[src/hw/rtcf_pkg.sv]
// constants and register layout of the clock flag and control byte
//////////////////////////////////////////////////////////////////////
// Operation
// alarm match sets alarm flag; reading the flag byte clears it
// supply below threshold sets power-fail flag; reading the flag byte clears it
// oscillator not running within first 5 ms after power-up sets oscillator-fail flag
// oscillator-fail flag only cleared by host writing zero; kept across power cycles
// calibration bit one drives 512 Hz square wave on interrupt pin
// calibration bit resets to zero at power-up
// write-hold bit one freezes updates of visible time registers
// write-hold bit going to zero loads time registers into counters
// clock registers writable only while write-hold set; flag byte always writable
// read-snapshot bit presents static copy of time registers
// watchdog reaching zero unreloaded sets watchdog flag; reading flag byte clears it
// host clears read-snapshot bit after reading to refresh the copy
package rtcf_pkg;
  localparam int ADDR_W = 17;
  localparam int DATA_W = 8;
  localparam logic [ADDR_W-1:0] FLAGS_ADDR = 17'h1fff0;
  localparam logic [ADDR_W-1:0] CLK_REG_FIRST = 17'h1fff1;
  localparam logic [ADDR_W-1:0] CLK_REG_LAST = 17'h1ffff;
  localparam int BIT_WDOG = 7;
  localparam int BIT_ALARM = 6;
  localparam int BIT_PFAIL = 5;
  localparam int BIT_OSCILLATOR_FAIL_FLAG = 4;
  localparam int BIT_CAL = 2;
  localparam int BIT_HOLD = 1;
  localparam int BIT_SNAP = 0;
  localparam logic [DATA_W-1:0] FLAGS_RESET = 8'h00;
  localparam int CLK_HZ = 100_000_000;
  localparam int OSC_CHECK_MS = 5;
  localparam int OSC_CHECK_CYCLES = CLK_HZ / 1000 * OSC_CHECK_MS;
  localparam int CAL_HZ = 512;
  // half period rounded down
  localparam int CAL_HALF_CYCLES = CLK_HZ / (2 * CAL_HZ);
  typedef enum logic [1:0] {
    OSC_CHECK = 2'b00,
    OSC_RUN = 2'b01,
    OSC_START = 2'b10
  } rtcf_osc_state_t;
endpackage

[src/hw/rtcf_flags_ctrl.sv]
// flag and control byte of the timekeeper with its sram-style pin access
`timescale 1ns/1ps
module rtcf_flags_ctrl
  import rtcf_pkg::*;
#(
  parameter int OSC_CYCLES = rtcf_pkg::OSC_CHECK_CYCLES,
  parameter int CAL_CYCLES = rtcf_pkg::CAL_HALF_CYCLES
) (
  input wire logic clock_i,
  input wire logic sys_rst_i,
  input wire logic [rtcf_pkg::ADDR_W-1:0] addr_i,
  input wire logic [rtcf_pkg::DATA_W-1:0] dq_i,
  output logic [rtcf_pkg::DATA_W-1:0] dq_o,
  output logic dq_oe_o,
  input wire logic ce_n_i,
  input wire logic we_n_i,
  input wire logic oe_n_i,
  input wire logic power_fail_threshold_i,
  input wire logic osc_running_i,
  input wire logic osc_fail_kept_i,
  input wire logic alarm_match_i,
  input wire logic watchdog_zero_i,
  input wire logic int_request_i,
  output logic int_o,
  output logic int_oe_o,
  output logic time_hold_o,
  output logic time_load_o,
  output logic snapshot_o,
  output logic clk_reg_wr_o,
  output logic [rtcf_pkg::ADDR_W-1:0] clk_reg_addr_o,
  output logic [rtcf_pkg::DATA_W-1:0] clk_reg_data_o,
  output logic osc_fail_flag_o
);
  import rtcf_pkg::*;

  // a zero count would leave both dividers stuck, so refuse it at elaboration
  if (OSC_CYCLES < 1 || CAL_CYCLES < 1) begin : g_bad_count
    $error("counts must be at least one");
  end

  //////////////////////////////////////////////////////////////////////
  // pin synchronisers
  localparam int SW = ADDR_W + DATA_W + 5;
  logic [SW-1:0] pins_s;
  logic [ADDR_W-1:0] addr_s;
  logic [DATA_W-1:0] data_s;
  logic ce_n_s;
  logic we_n_s;
  logic oe_n_s;
  logic pfail_s;
  logic osc_run_s;

  rtcf_sync #(
    .W(SW),
    .RST_VAL({{(ADDR_W + DATA_W){1'b0}}, 5'h1c})
  ) u_sync (
    .clock_i(clock_i),
    .sys_rst_i(sys_rst_i),
    .async_i({addr_i, dq_i, ce_n_i, we_n_i, oe_n_i, power_fail_threshold_i, osc_running_i}),
    .sync_o(pins_s)
  );

  assign {addr_s, data_s, ce_n_s, we_n_s, oe_n_s, pfail_s, osc_run_s} = pins_s;

  //////////////////////////////////////////////////////////////////////
  // bus cycle detection
  // address and data are taken from synchronised pins; host must hold
  // them stable for the whole strobe, as an async sram cycle does
  logic wr_act;
  logic rd_act;
  logic wr_act_q;
  logic rd_act_q;
  logic [ADDR_W-1:0] wr_addr_q;
  logic [DATA_W-1:0] wr_data_q;
  logic [ADDR_W-1:0] wr_addr_d;
  logic [DATA_W-1:0] wr_data_d;
  logic rd_flags_q;
  logic rd_flags_d;
  logic wr_end;
  logic rd_start;
  logic rd_end;

  always_comb begin
    wr_act = !ce_n_s && !we_n_s;
    rd_act = !ce_n_s && we_n_s && !oe_n_s;
    wr_end = wr_act_q && !wr_act;
    rd_start = rd_act && !rd_act_q;
    rd_end = rd_act_q && !rd_act;
    wr_addr_d = wr_act ? addr_s : wr_addr_q;
    wr_data_d = wr_act ? data_s : wr_data_q;
    rd_flags_d = rd_start ? (addr_s == FLAGS_ADDR) : (rd_end ? 1'b0 : rd_flags_q);
  end

  //////////////////////////////////////////////////////////////////////
  // flag and control byte
  typedef struct packed {
    logic wdog;
    logic alarm;
    logic pfail;
    logic oscillator_fail_flag;
    logic cal;
    logic hold;
    logic snap;
  } rtcf_flags_t;

  rtcf_flags_t fl_q;
  rtcf_flags_t fl_d;
  logic [DATA_W-1:0] flag_byte;
  logic flags_wr;
  logic clk_wr;
  logic rd_clear;
  logic kept_loaded_q;
  logic kept_loaded_d;
  logic osc_fail_event;

  always_comb begin
    flag_byte = FLAGS_RESET;
    flag_byte[BIT_WDOG] = fl_q.wdog;
    flag_byte[BIT_ALARM] = fl_q.alarm;
    flag_byte[BIT_PFAIL] = fl_q.pfail;
    flag_byte[BIT_OSCILLATOR_FAIL_FLAG] = fl_q.oscillator_fail_flag;
    flag_byte[BIT_CAL] = fl_q.cal;
    flag_byte[BIT_HOLD] = fl_q.hold;
    flag_byte[BIT_SNAP] = fl_q.snap;
    flags_wr = wr_end && (wr_addr_q == FLAGS_ADDR);
    clk_wr = wr_end && fl_q.hold && (wr_addr_q >= CLK_REG_FIRST) &&
             (wr_addr_q <= CLK_REG_LAST);
    // cleared at the end of the read, after the byte was latched at its start; flags set in between are cleared unseen
    rd_clear = rd_end && rd_flags_q;
    kept_loaded_d = 1'b1;
    fl_d = fl_q;
    if (rd_clear) begin
      fl_d.wdog = 1'b0;
      fl_d.alarm = 1'b0;
      fl_d.pfail = 1'b0;
    end
    if (flags_wr) begin
      fl_d.cal = wr_data_q[BIT_CAL];
      fl_d.hold = wr_data_q[BIT_HOLD];
      fl_d.snap = wr_data_q[BIT_SNAP];
      if (!wr_data_q[BIT_OSCILLATOR_FAIL_FLAG]) begin
        fl_d.oscillator_fail_flag = 1'b0;
      end
    end
    // events are applied last, so a set beats a clear in the same cycle
    if (watchdog_zero_i) begin
      fl_d.wdog = 1'b1;
    end
    if (alarm_match_i) begin
      fl_d.alarm = 1'b1;
    end
    if (pfail_s) begin
      fl_d.pfail = 1'b1;
    end
    if (!kept_loaded_q && osc_fail_kept_i) begin
      fl_d.oscillator_fail_flag = 1'b1;
    end
    if (osc_fail_event) begin
      fl_d.oscillator_fail_flag = 1'b1;
    end
  end

  //////////////////////////////////////////////////////////////////////
  // power-up oscillator check
  rtcf_osc_state_t osc_st_q;
  rtcf_osc_state_t osc_st_d;
  logic [$clog2(OSC_CYCLES+1)-1:0] osc_cnt_q;
  logic [$clog2(OSC_CYCLES+1)-1:0] osc_cnt_d;

  always_comb begin
    osc_st_d = osc_st_q;
    osc_cnt_d = osc_cnt_q;
    osc_fail_event = 1'b0;
    case (osc_st_q)
      OSC_START: begin
        osc_cnt_d = '0;
        osc_st_d = OSC_CHECK;
      end
      OSC_CHECK: begin
        if (osc_run_s) begin
          osc_st_d = OSC_RUN;
        end else if (osc_cnt_q == OSC_CYCLES[$bits(osc_cnt_q)-1:0] - 1'b1) begin
          osc_fail_event = 1'b1;
          osc_st_d = OSC_RUN;
        end else begin
          osc_cnt_d = osc_cnt_q + 1'b1;
        end
      end
      OSC_RUN: begin
        osc_st_d = OSC_RUN;
      end
      default: begin
        osc_st_d = OSC_START;
      end
    endcase
  end

  //////////////////////////////////////////////////////////////////////
  // calibration square wave and interrupt pin
  // the divider free-runs; the wave phase is not tied to the bit write
  logic [$clog2(CAL_CYCLES+1)-1:0] cal_cnt_q;
  logic [$clog2(CAL_CYCLES+1)-1:0] cal_cnt_d;
  logic cal_wave_q;
  logic cal_wave_d;
  logic int_oe_d;

  always_comb begin
    cal_wave_d = cal_wave_q;
    if (cal_cnt_q == CAL_CYCLES[$bits(cal_cnt_q)-1:0] - 1'b1) begin
      cal_cnt_d = '0;
      cal_wave_d = !cal_wave_q;
    end else begin
      cal_cnt_d = cal_cnt_q + 1'b1;
    end
    // open drain: the pin is pulled low while enabled
    int_oe_d = fl_q.cal ? !cal_wave_q : int_request_i;
  end

  //////////////////////////////////////////////////////////////////////
  // registers
  always_ff @(posedge clock_i) begin
    if (sys_rst_i) begin
      wr_act_q <= 1'b0;
      rd_act_q <= 1'b0;
      wr_addr_q <= '0;
      wr_data_q <= '0;
      rd_flags_q <= 1'b0;
      fl_q <= '0;
      kept_loaded_q <= 1'b0;
      osc_st_q <= OSC_START;
      osc_cnt_q <= '0;
      cal_cnt_q <= '0;
      cal_wave_q <= 1'b0;
      int_oe_o <= 1'b0;
      int_o <= 1'b0;
      dq_o <= '0;
      dq_oe_o <= 1'b0;
      time_hold_o <= 1'b0;
      time_load_o <= 1'b0;
      snapshot_o <= 1'b0;
      clk_reg_wr_o <= 1'b0;
      clk_reg_addr_o <= '0;
      clk_reg_data_o <= '0;
      osc_fail_flag_o <= 1'b0;
    end else begin
      wr_act_q <= wr_act;
      rd_act_q <= rd_act;
      wr_addr_q <= wr_addr_d;
      wr_data_q <= wr_data_d;
      rd_flags_q <= rd_flags_d;
      fl_q <= fl_d;
      kept_loaded_q <= kept_loaded_d;
      osc_st_q <= osc_st_d;
      osc_cnt_q <= osc_cnt_d;
      cal_cnt_q <= cal_cnt_d;
      cal_wave_q <= cal_wave_d;
      int_oe_o <= int_oe_d;
      int_o <= 1'b0;
      if (rd_start && addr_s == FLAGS_ADDR) begin
        dq_o <= flag_byte;
        dq_oe_o <= 1'b1;
      end else if (rd_end) begin
        dq_oe_o <= 1'b0;
      end
      time_hold_o <= fl_d.hold;
      time_load_o <= fl_q.hold && !fl_d.hold;
      snapshot_o <= fl_d.snap;
      clk_reg_wr_o <= clk_wr;
      clk_reg_addr_o <= wr_addr_q;
      clk_reg_data_o <= wr_data_q;
      osc_fail_flag_o <= fl_d.oscillator_fail_flag;
    end
  end
endmodule

[src/hw/rtcf_sync.sv]
// two flip-flop synchroniser for pins entering the clock domain
`timescale 1ns/1ps
module rtcf_sync #(
  parameter int W = 1,
  parameter logic [W-1:0] RST_VAL = '0
) (
  input wire logic clock_i,
  input wire logic sys_rst_i,
  input wire logic [W-1:0] async_i,
  output logic [W-1:0] sync_o
);
  logic [W-1:0] meta_q;
  logic [W-1:0] meta_d;
  logic [W-1:0] sync_q;
  logic [W-1:0] sync_d;

  always_comb begin
    meta_d = async_i;
    sync_d = meta_q;
  end

  always_ff @(posedge clock_i) begin
    if (sys_rst_i) begin
      meta_q <= RST_VAL;
      sync_q <= RST_VAL;
    end else begin
      meta_q <= meta_d;
      sync_q <= sync_d;
    end
  end

  assign sync_o = sync_q;
endmodule

[config.mk]
export PLATFORM = sky130hd
export DESIGN_NAME = rtcf_flags_ctrl
export DESIGN_NICKNAME = d
export VERILOG_FILES = /design/src/hw/rtcf_pkg.sv /design/src/hw/rtcf_flags_ctrl.sv /design/src/hw/rtcf_sync.sv
export SDC_FILE = /design/constraint.sdc
export NUM_CORES = 1
export LEC_CHECK = 0
export ABC_AREA = 0
export BUFFER_PORTS_ARGS = -buffer_cell sky130_fd_sc_hd__buf_2
export CAP_MARGIN = 20
export CORE_ASPECT_RATIO = 1.4
export CORE_MARGIN = 2
export CORE_UTILIZATION = 37
export CTS_CLUSTER_SIZE = 10
export DETAILED_ROUTE_END_ITERATION = 7
export PLACE_DENSITY = 0.6
export SYNTH_ARGS = -nofsm -noshare
export SYNTH_HDL_FRONTEND = slang
export SYNTH_SLANG_ARGS = --single-unit
[constraint.sdc]
create_clock -name clock_i -period 1.9 [get_ports clock_i]
set_input_delay 0.475 -clock clock_i [delete_from_list [all_inputs] [get_ports clock_i]]
set_output_delay 0.475 -clock clock_i [all_outputs]
set_load 0.02 [all_outputs]
# Word-level counts from Yosys, hierarchy flattened

Cells that the tools add are included.

Bits in registers: 171
Bits of input ports: 36
Output and inout port bits: 41
Word-level logic and storage cells: 96

Add/subtract/negate cells: 2
Magnitude comparators: 2
Equal/unequal tests: 10
Multiplexer cells: 22
Reduce and logical (&&, ||, !) cells: 34

Operator list:

| operator                | number |
|---|---|
| $eq A17 B17 Y1 const B  | 3 |
| $mux W19                | 2 |
| $pmux W19 S2            | 1 |
| $add A19 B1 Y19 const B | 1 |
| $eq A19 B19 Y1 const B  | 1 |
| $add A17 B1 Y17 const B | 1 |
| $ge A17 B17 Y1 const B  | 1 |
| $le A17 B17 Y1 const B  | 1 |
| $logic_and A1 B1 Y1     | 14 |
| $mux W1                 | 14 |
| $reduce_bool A2 Y1      | 6 |
| $logic_not A1 Y1        | 9 |
| $pmux W2 S3             | 1 |
| $mux W2                 | 2 |
| $mux W4                 | 1 |
| $ne A2 B2 Y1 const B    | 2 |
| $mux W3                 | 1 |
| $ne A3 B1 Y1 const B    | 1 |
| $ne A3 B2 Y1 const B    | 1 |
| $reduce_and A3 Y1       | 1 |
| $reduce_bool A3 Y1      | 1 |
| $eq A2 B1 Y1 const B    | 1 |
| $eq A2 B2 Y1 const B    | 1 |
| $logic_not A2 Y1        | 1 |
| other kinds (2)         | 2 |

# Longest topological paths before layout

Gate-level depths: netlist (run 1).

Depth in word-level cells: 8
Mapped depth: 9
Depth with buffers taken out: 9

# By module

From an unflattened synthesis (run 1), not the netlist that was laid out.

Cell total of the unflattened synthesis: 555
Area, all modules: 5,751.8 µm²

By module, submodules not included:

| module          | times used | cells each | area each (µm²) | sequential area each (µm²) |
|---|---|---|---|---|
| rtcf_flags_ctrl | 1          | 429        | 4,145.2         | 2,222.1 |
| rtcf_sync       | 1          | 126        | 1,606.5         | 1,201.2 |

# Least setup slack after synthesis (run 1)

No wires, ideal clock.

Path type: register to register
Start: register osc_cnt_q[11]
End: register osc_cnt_q[0]
Setup time: 0.079 ns
Arrival: 1.764 ns
Data required time: 1.821 ns
Slack: 0.057 ns
Cell stages (with the launch flop): 8
Path buffers: 2
Period minus slack after synthesis: 1.843 ns
Cell sequence: dfxtp_1 -> buf_2 -> nor4b_1 -> and4_1 -> clkbuf_8 -> a21boi_2 -> or4b_2 -> o211ai_1

Word-level cells in the longest chain between the ends: 3

RTL lines:

| element                            | RTL line               | source |
|---|---|---|
| from (decl)                        | rtcf_flags_ctrl.sv:167 | `logic [$clog2(OSC_CYCLES+1)-1:0] osc_cnt_q;` |
| from (signal assigned)             | rtcf_flags_ctrl.sv:254 | `osc_cnt_q <= osc_cnt_d;` |
| $eq A19 B19 Y1                     | rtcf_flags_ctrl.sv:182 | `end else if (osc_cnt_q == OSC_CYCLES[$bits(osc_cnt_q)-1:0] - 1'b1) begin` |
| $ne A2 B2 Y1 (no source line)      | n/a                    |  |
| $reduce_and A3 Y1 (no source line) | n/a                    |  |

No other way between the ends.
A chain may end at the register's enable or synchronous reset.

# Worst setup path in the final report (run 1)

Start: register osc_cnt_q[3]
End: register osc_cnt_q[15]

Word-level cells in the longest chain between the ends: 4
Elaborated cells between the ends (all ways): 7
Classes of those cells: add/sub (1); eq/ne (2); mux (3); reduce/logical (1)

RTL lines:

| element         | RTL line               | source |
|---|---|---|
| $add A19 B1 Y19 | rtcf_flags_ctrl.sv:186 | `osc_cnt_d = osc_cnt_q + 1'b1;` |
| $mux W19        | rtcf_flags_ctrl.sv:182 |  |
| $mux W19        | rtcf_flags_ctrl.sv:180 | `if (osc_run_s) begin` |
| $pmux W19 S2    | rtcf_flags_ctrl.sv:174 | `case (osc_st_q)` |

Parallel ways exist; a longest one is shown, timed or not. The select of a mux whose other input is x is not followed.

==> results_dict.tcl, run 1 <==
set metrics [dict create \
    synthCells 540 \
    drc 0 \
    intPower_mw 5.75 \
    synth-seq-cells 171 \
    fillers 1405 \
    cts_max_path_buffers 2 \
    insertion_delay_ps 420 \
    timing.final.ws_setup_ps 11.5 \
    pin_count 77 \
    p_leak_nw 2.95 \
    path_buf_inv 0 \
    cp_num_cells 5 \
    cp-startpoint "osc_cnt_q[3]$_SDFFE_PP0P_" \
    cap_violations 0 \
    antenna_cells 0 \
    cp_max_fo 5 \
    cts-root-buf "clkbuf_16" \
    hpwlAfterDp_um 8050 \
    skew_ps 10.6 \
    fin_tns_setup_ps 0 \
    antenna_found_initial 0 \
    synth.top_cell.area_share 0.598 \
    maxSlewViolCount 0 \
    crit_type "reg -> reg" \
    clock_sinks 171 \
    cp_cell_sequence "nand3_2 -> or3_4 -> a2111o_1 -> or3_4 -> a21oi_2" \
    viasPerCell 4.76 \
    report.power.total_mw 7.35 \
    yosys.area.top_type "dfxtp_1" \
    critPathLaunchType "flop" \
    r2r-end "osc_cnt_q[15]$_SDFFE_PP0P_" \
    switching_share 0.218 \
    grt_pass1_vias 4101 \
    seqPwrFrac 0.504 \
    r2r_start "osc_cnt_q[3]$_SDFFE_PP0P_" \
    arrival_ps 2240 \
    p_switching_mw 1.61 \
    yosysMostFrequentCell "dfxtp_1" \
    fmax_ghz 0.530 \
    dp_slack_ps -71.2 \
    track_usage 0.148 \
    firstDrtPassIters 4 \
    outcome "complete, no violations" \
    placedCellCount 813 \
    area_growth_pct 25.3 \
    reg2regPathDepth 5 \
    async_reset_ff_frac 0 \
    combPwrFrac 0.031 \
    period_needed_ps 1890 \
    cpLargestDelayFamily "simple AND/OR/NAND/NOR gates" \
    tightestPinTransition_ps 573 \
    start_util 0.381 \
    dieArea_sq_mm 0.0165 \
    synth_area_sq_mm 0.00573 \
    final_hold_viol_count 0 \
    coreArea_sq_mm 0.0151 \
    drive_above_1_share 0.269 \
    die_w_um 109 \
    synth_ff_type "dfxtp_1" \
    grt_util_met1 0.166 \
    powerDensity_mw_per_mm2 1020 \
    crit_top_cell "or3_4" \
    rows 53 \
    grt_max_degree 44 \
    slowest_stage "a2111o_1" \
    avgSynthCellArea_sq_um 10.6 \
    port_buffers 74 \
    required_ps 2250 \
    globalplace.congestion 0.835 \
    ys_seq_area_frac 0.598 \
    busiest_layer "met2" \
    yosysWarnings 0 \
    ys_top_cells_by_area "dfxtp_1, nor2b_1, o22a_1, nor2_1, mux2i_1" \
    ant_nets 0 \
    grt.met2_usage 0.263 \
    grt_pass1_wl_um 19000 \
    die_h_um 151 \
    synth_common_cells "dfxtp_1, nor2b_1, nor2_1, nand2_1, o22a_1" \
    synth-edff-count 0 \
    grt_use_met3 0.0383 \
    overflow 0 \
    power_frac_clock 0.465 \
    cts_htree_levels 4 \
    hp-class "in -> reg" \
    nets 685 \
    cts_tree "done" \
    critPathCaptureType "flop" \
    wl_um 11300 \
    instances_no_fill 850 \
    rsz0062_at_grt "yes" \
    fin_crit_sh 0.994 \
    synth.distinct_cells 53 \
    regToRegSetupSlack_ps 10 \
    crit_end "osc_cnt_q[15]$_SDFFE_PP0P_" \
    numCtsBuffers 17 \
    wl_per_cell_um 13.3 \
    vdd_drop_max_mv 0.599 \
    drtIter0Drc 163 \
    num_vias 4048 \
    cts.clk_slew.worst_paths_ps 60 \
    cts_hold_buf 0 \
    setup_viol 0 \
    max_slew_margin 0.617 \
    critPathMaxStageDelay_ps 450 \
]
## logic make-up after synthesis
kind of cell             share of synthesized area
AND/OR/NAND/NOR                              0.227
flip-flops                                   0.598
AO/OA/AOI/OAI                               0.0876
buffers and inverters                       0.0258
XOR/XNOR                                    0.0321
multiplexers                                0.0210
adder cells (fa/ha/maj)                    0.00874
other                                     0.000655
## what timing repair did
item	in CTS	in global routing
gates cloned	0	1
setup endpoints to repair	8	23
gates resized for setup	3	21
hold endpoints to repair	0	0
setup buffers	2	2
pin swaps	3	12
## area by class of cell
type | count | area [sq um] | area share
clock buffer | 18 | 429 | 0.0598
clock inverter | 14 | 158 | 0.0220
inverter | 9 | 33.8 | 0.00471
multi-input combinational | 337 | 2220 | 0.309
sequential | 171 | 3440 | 0.479
tap | 192 | 240 | 0.0335
timing repair buffer | 109 | 664 | 0.0926
## power by group through the flow
stage / clock (mW) / sequential, mW / combinational, mW
after floorplan: 0 / 3.79 / 0.135
after global placement: 0 / 3.79 / 0.227
after detailed placement: 0 / 3.79 / 0.232
after CTS: 3.51 / 3.71 / 0.233
after global routing: 3.66 / 3.72 / 0.259
final: 3.42 / 3.71 / 0.230
## state kept, by name, summed over array words and instances (netlist names)
name and cells:
u_sync.meta_q 30, u_sync.sync_o 30, osc_cnt_q 19, cal_cnt_q 17, clk_reg_addr_o 17, wr_addr_q 17
clk_reg_data_o 8, wr_data_q 8, dq_o 7, fl_q 7, osc_st_q 2, cal_wave_q 1
clk_reg_wr_o 1, dq_oe_o 1, int_oe_o 1, kept_loaded_q 1, rd_act_q 1, rd_flags_q 1
time_load_o 1, wr_act_q 1
## worst min-delay path by stage
stage                                start                          end  slack (ps)  cells past startpoint
2_1_floorplan  u_sync.meta_q[2]$_SDFF_PP1_  u_sync.sync_o[2]$_SDFF_PP1_         390                      1
3_3_place_gp   u_sync.meta_q[3]$_SDFF_PP1_  u_sync.sync_o[3]$_SDFF_PP1_         400                      1
3_5_place_dp   u_sync.meta_q[4]$_SDFF_PP1_  u_sync.sync_o[4]$_SDFF_PP1_         400                      1
4_1_cts                             oe_n_i  u_sync.meta_q[2]$_SDFF_PP1_         230                      2
5_1_grt                             oe_n_i  u_sync.meta_q[2]$_SDFF_PP1_         240                      2
6_report                            oe_n_i  u_sync.meta_q[2]$_SDFF_PP1_         250                      2
## per-layer routing
metal / up-vias / routed length, um
met5: - / 0
met4: 0 / 236
met3: 21 / 414
met2: 73 / 5850
met1: 1899 / 4770
li1: 2055 / -
## metrics by stage
step,utilization,hold slack [ps],area [sq um]
after CTS,0.471,226,7090
after global routing,0.477,243,7180
final,0.477,249,7180
after floorplan,-,389,5730
after global placement,0.430,401,6470
after detailed placement,0.430,398,6470
## cell usage in the layout (no fill, tap or decap), types with 4 or more instances in the layout
master | Yosys | final
dfxtp_1 | 171 | 163
nor2b_1 | 79 | 79
buf_2 | 1 | 74
nor2_1 | 53 | 51
buf_4 | 2 | 30
nand2_1 | 29 | 29
o22a_1 | 25 | 25
clkbuf_16 | 0 | 17
nand4_1 | 15 | 15
a21oi_1 | 15 | 14
mux2i_1 | 12 | 12
xnor2_1 | 11 | 11
xor2_1 | 10 | 10
inv_1 | 9 | 9
or2_2 | 8 | 8
nand3_1 | 8 | 8
dfxtp_2 | 0 | 7
nor4_1 | 5 | 5
o21ai_0 | 5 | 5
or4_1 | 5 | 5
inv_6 | 0 | 5
or3_1 | 5 | 4
Note: power is estimated with default switching activity, not from simulation.
==> inputs of run 2 (changes only) <==
CTS_BUF_LIST = sky130_fd_sc_hd__clkbuf_4 sky130_fd_sc_hd__clkbuf_8   (was unset)
SLEW_MARGIN = 15   (was unset)
==> run 2 against run 1 <==
Clock-buffer cell count unchanged. Sequential power about the same. Clock power decreased by 26%. First-iteration DRC count decreased by 17%. Global-route usage decreased by 0.19 points. Critical path type unchanged. Combinational power about the same. Critical path depth unchanged. Largest cell class unchanged. Flip-flop and latch count unchanged. Sequential share of layout area increased by 1.1 points.
==> results_dict.tcl, run 2 (synthesis gave the netlist of run 1 again) <==
set metrics [dict create \
    outcome "complete, no violations" \
    slowest_stage "a2111o_1" \
    num_vias 4046 \
    grt_max_degree 44 \
    critPathLaunchType "flop" \
    fmax_ghz 0.535 \
    cap_violations 0 \
    crit_type "reg -> reg" \
    drtIter0Drc 135 \
    globalplace.congestion 0.835 \
    report.power.total_mw 6.47 \
    fin_tns_setup_ps 0 \
    regToRegSetupSlack_ps 30 \
    nets 689 \
    timing.final.ws_setup_ps 29.7 \
    track_usage 0.146 \
    arrival_ps 2250 \
    cp_cell_sequence "nand2_1 -> or3_4 -> a2111o_1 -> or3_4 -> a21oi_2" \
    powerDensity_mw_per_mm2 922 \
    reg2regPathDepth 5 \
    critPathCaptureType "flop" \
    numCtsBuffers 17 \
    max_slew_margin 0.615 \
    setup_viol 0 \
    wl_um 11400 \
    rsz0062_at_grt "yes" \
    critPathMaxStageDelay_ps 450 \
    hp-start "oe_n_i" \
    antenna_cells 0 \
    antenna_found_initial 0 \
    cts-root-buf "clkbuf_8" \
    firstDrtPassIters 4 \
    skew_ps 10.8 \
    whs_ps 215 \
    rows 53 \
    ant_nets 0 \
    wl_per_cell_um 13.3 \
    utilization 0.466 \
    die_w_um 109 \
    period_needed_ps 1870 \
    p_leak_nw 2.88 \
    r2r_start "osc_cnt_q[1]$_SDFFE_PP0P_" \
    coreArea_sq_mm 0.0151 \
    area_growth_pct 22.6 \
    drc 0 \
    mostFrequentLayoutCell "dfxtp_1" \
    hp-class "in -> reg" \
    r2r-end "osc_cnt_q[15]$_SDFFE_PP0P_" \
    final_cell_mix "dfxtp_1, nor2b_1, buf_2" \
    drive_above_1_share 0.275 \
    insertion_delay_ps 440 \
    required_ps 2280 \
    dp_slack_ps -71.2 \
    crit_top_cell "or3_4" \
    pin_count 77 \
    cp-startpoint "osc_cnt_q[1]$_SDFFE_PP0P_" \
    hpwlAfterDp_um 8050 \
    final_hold_viol_count 0 \
    vdd_drop_max_mv 0.360 \
    fin_crit_sh 0.984 \
    start_util 0.381 \
    viasPerCell 4.74 \
    overflow 0 \
    cp_max_fo 4 \
    maxSlewViolCount 0 \
    clock_sinks 171 \
    grt_pass1_wl_um 18900 \
    die_h_um 151 \
    cts_htree_levels 4 \
    cts.clk_slew.worst_paths_ps 90 \
    cts_tree "done" \
    port_buffers 74 \
    grt_pass1_vias 4080 \
    crit_end "osc_cnt_q[15]$_SDFFE_PP0P_" \
    dieArea_sq_mm 0.0165 \
    cts_max_path_buffers 2 \
    tightestPinTransition_ps 575 \
]
run 2: changes by cell type in the layout (fill, tap and decap cells not counted), sizes merged:
| cell | before | now |
|---|---|---|
| buf | 109 | 113 |
run 2: worst min-delay path by stage:
| stage | slack [ps] | cells past startpoint | end |
|---|---|---|---|
| 3_3_place_gp | 400 | 1 | u_sync.sync_o[3]$_SDFF_PP1_ |
| 2_1_floorplan | 390 | 1 | u_sync.sync_o[2]$_SDFF_PP1_ |
| 3_5_place_dp | 400 | 1 | u_sync.sync_o[4]$_SDFF_PP1_ |
| 5_1_grt | 200 | 2 | u_sync.meta_q[2]$_SDFF_PP1_ |
| 4_1_cts | 200 | 2 | u_sync.meta_q[2]$_SDFF_PP1_ |
| 6_report | 220 | 2 | u_sync.meta_q[2]$_SDFF_PP1_ |
run 2: layout make-up:
cell class,count,area (sq um)
fill,1421,8030
sequential,171,3440
multi-input combinational,337,2220
timing repair buffer,113,691
clock buffer,18,241
tap,192,240
clock inverter,14,158
inverter,9,33.8
run 2: stage by stage:
| stage | cells | instance area (sq um) |
|---|---|---|
| 2_1_floorplan | 541 | 5730 |
| 3_3_place_gp | 813 | 6470 |
| 3_5_place_dp | 813 | 6470 |
| 4_1_cts | 848 | 6910 |
| 5_1_grt | 854 | 7020 |
| 6_report | 854 | 7020 |
run 2: worst max-delay path: cells and delay by family, from the launching register on:
family	cells	cell delay, ps
flip-flops	1	370
AO/OA/AOI/OAI	2	560
AND/OR/NAND/NOR	3	890
run 2: power by group:
group | leakage [nW] | switching [mW] | total [mW] | internal (mW)
clock | 0.200 | 1.33 | 2.54 | 1.21
combinational | 1.28 | 0.121 | 0.232 | 0.111
sequential | 1.40 | 0.0359 | 3.70 | 3.67
total | 2.88 | 1.49 | 6.47 | 4.99
run 2: routing by layer:
layer,vias up,GRT usage,share of wire
li1,2058,-,-
met1,1906,0.165,0.42
met4,0,0.0442,0.023
met5,-,0,0
met2,67,0.262,0.52
met3,15,0.0435,0.040
run 2: timing repair:
item,4_1_cts,5_1_grt
gates resized for setup,5,21
gates cloned,0,1
setup buffers,3,6
endpoints found under the setup margin,9,19
pin swaps,2,10
hold buffers,0,0
==> inputs of run 3 (changes only) <==
ABC_AREA = 1   (was 0)
CELL_PAD_IN_SITES_DETAIL_PLACEMENT = 1   (was unset)
CELL_PAD_IN_SITES_GLOBAL_PLACEMENT = 2   (was unset)
CORE_UTILIZATION = 32   (was 37)
PLACE_DENSITY = 0.81   (was 0.6)
==> run 3 against run 2 <==
Clock skew up 6.3 ps. Worst setup slack better by 200 ps. Final cell count up 31%. Die area up 24%. Utilization down 7.9 points. Maximum frequency up 12%. Critical path depth up 6. Synthesized area up 7.8%. Clock power up 12%.
==> results_dict.tcl, run 3 <==
set metrics [dict create \
    fillers 2343 \
    tightestPinTransition_ps 724 \
    drive_above_1_share 0.175 \
    grt_max_degree 59 \
    powerDensity_mw_per_mm2 925 \
    globalplace.congestion 0.815 \
    cpLargestDelayFamily "simple AND/OR/NAND/NOR gates" \
    final_hold_viol_count 0 \
    r2r_start "osc_cnt_q[1]$_SDFFE_PP0P_" \
    period_needed_ps 1670 \
    synth-edff-count 0 \
    antenna_found_initial 0 \
    regToRegSetupSlack_ps 230 \
    drtIter0Drc 143 \
    synthCells 769 \
    fin_area_sq_mm 0.00739 \
    reg2regPathDepth 11 \
    final_cell_mix "nor2_1, dfxtp_1, inv_1" \
    critPathCaptureType "flop" \
    crit_top_cell "nand2_1" \
    async_reset_ff_frac 0 \
    crit_type "reg -> reg" \
    wl_per_cell_um 13.0 \
    placed_cell_area_sq_mm 0.00694 \
    fin_tns_setup_ps 0 \
    firstDrtPassIters 4 \
    overflow 0 \
    whs_path_depth 2 \
    slowest_stage "dfxtp_1" \
    ant_nets 0 \
    synth_ff_type "dfxtp_1" \
    vdd_drop_max_mv 0.384 \
    fmax_ghz 0.598 \
    grt_use_met3 0.0349 \
    clock_sinks 171 \
    pin_count 77 \
    synth_common_cells "nor2_1, dfxtp_1, inv_1, nand2_1, nand3_1" \
    avgSynthCellArea_sq_um 8.03 \
    outcome "complete, no violations" \
    synth-seq-cells 171 \
    cts_htree_levels 4 \
    busiest_layer "met2" \
    cp-startpoint "osc_cnt_q[1]$_SDFFE_PP0P_" \
    cts.clk_slew.worst_paths_ps 100 \
    p_leak_nw 3.14 \
    die_w_um 121 \
    setup_viol 0 \
    die_h_um 168 \
    holdPathEnd "u_sync.meta_q[3]$_SDFF_PP1_" \
    ys_top_cells_by_area "dfxtp_1, nor2_1, inv_1, nand2_1, o22a_1" \
    grt_pass1_vias 5043 \
    area_growth_pct 19.7 \
    grt_util_met1 0.174 \
    num_vias 4915 \
    r2r-end "osc_cnt_q[16]$_SDFFE_PP0P_" \
    maxSlewViolCount 0 \
    critPathLaunchType "flop" \
    cts_tree "done" \
    track_usage 0.151 \
    skew_ps 17.1 \
    wl_um 14600 \
    critPathMaxStageDelay_ps 390 \
    max_slew_margin 0.517 \
    synth.top_cell.area_share 0.554 \
    hp-start "we_n_i" \
    numCtsBuffers 17 \
    nets 900 \
    hp-class "in -> reg" \
    path_buf_inv 2 \
    cts-root-buf "clkbuf_8" \
    rows 60 \
    viasPerCell 4.39 \
    cp_max_fo 22 \
    cap_violations 0 \
    coreArea_sq_mm 0.0191 \
    arrival_ps 2040 \
    port_buffers 74 \
    mostFrequentLayoutCell "nor2_1" \
    hpwlAfterDp_um 10700 \
    synth_area_sq_mm 0.00617 \
    fin_crit_sh 0.880 \
    yosys.area.top_type "dfxtp_1" \
    dieArea_sq_mm 0.0204 \
    yosysMostFrequentCell "nor2_1" \
    cp_cell_sequence "ha_1 -> nand3_2 -> inv_1 -> nand3_2 -> nand2_2 -> nand2_2 -> buf_12 -> nand2_1 -> nand2_1 -> nand2_1 -> nor2_1" \
    cts_hold_buf 0 \
    synth.distinct_cells 35 \
    ys_seq_area_frac 0.554 \
    yosysWarnings 0 \
    insertion_delay_ps 460 \
    grt_pass1_wl_um 24400 \
    start_util 0.324 \
    antenna_cells 0 \
    cts_max_path_buffers 2 \
    required_ps 2270 \
    rsz0062_at_grt "no" \
    grt.met2_usage 0.274 \
    drc 0 \
]
[run 3: cells by family after synthesis]
group,Yosys count,share of synthesized area
AOI/OAI and AO/OA,69,0.0760
xor gates and xnor gates,13,0.0184
adders and majority gates,4,0.00811
buffers and inverters,145,0.0930
DFF,171,0.554
other,1,0.000607
and+or+nand+nor,366,0.249
[run 3: area by class of cell]
class                           instances  area, sq um  area share
Sequential cell                       171         3420       0.463
Clock buffer                           19          255      0.0345
Multi-Input combinational cell        454         2190       0.297
Inverter                              122          458      0.0620
Clock inverter                         11          184      0.0249
Timing Repair Buffer                   94          564      0.0764
Tap cell                              248          310      0.0420
[run 3: routing by layer]
layer  wire length (um)  vias to the layer above
li1                   -                     2545
met1               6410                     2293
met2               7570                       58
met3                415                       19
met4                208                        0
met5                  0                        -
[run 3: worst max path at each step]
stage | endpoint | slack, ps | depth (start not counted)
CTS | dq_o[1]$_SDFFE_PP0P_ | 60 | 8
global route | osc_cnt_q[16]$_SDFFE_PP0P_ | 40 | 11
global placement | wr_addr_q[1]$_SDFFE_PP0P_ | 60 | 4
floorplan | dq_o[0]$_SDFFE_PP0P_ | 360 | 6
finish | osc_cnt_q[16]$_SDFFE_PP0P_ | 230 | 11
detailed placement | dq_o[1]$_SDFFE_PP0P_ | 60 | 8
[run 3: where the power goes]
group          switching, mW  leakage [nW]  internal [mW]
sequential            0.0379          1.39           3.67
combinational          0.165          1.52          0.109
clock                   1.36         0.223           1.50
total                   1.56          3.14           5.28
[run 3: timing repair]
action / 4_1_cts / 5_1_grt
gates resized for setup: 0 / 4
setup buffers: 0 / 0
setup endpoints to repair: 0 / 9
[run 3: through the flow]
stage | hold WS (ps) | setup WS [ps] | power (mW) | instances | util
final | 190 | 228 | 6.84 | 1119 | 0.387
after global routing | 170 | 37.9 | 7.15 | 1119 | 0.387
after CTS | 164 | 63.3 | 6.94 | 1119 | 0.387
after detailed placement | 397 | 56.5 | 4.07 | 1089 | 0.364
after global placement | 393 | 61.9 | 4.07 | 1088 | 0.363
after floorplan | 388 | 358 | 3.95 | 770 | -
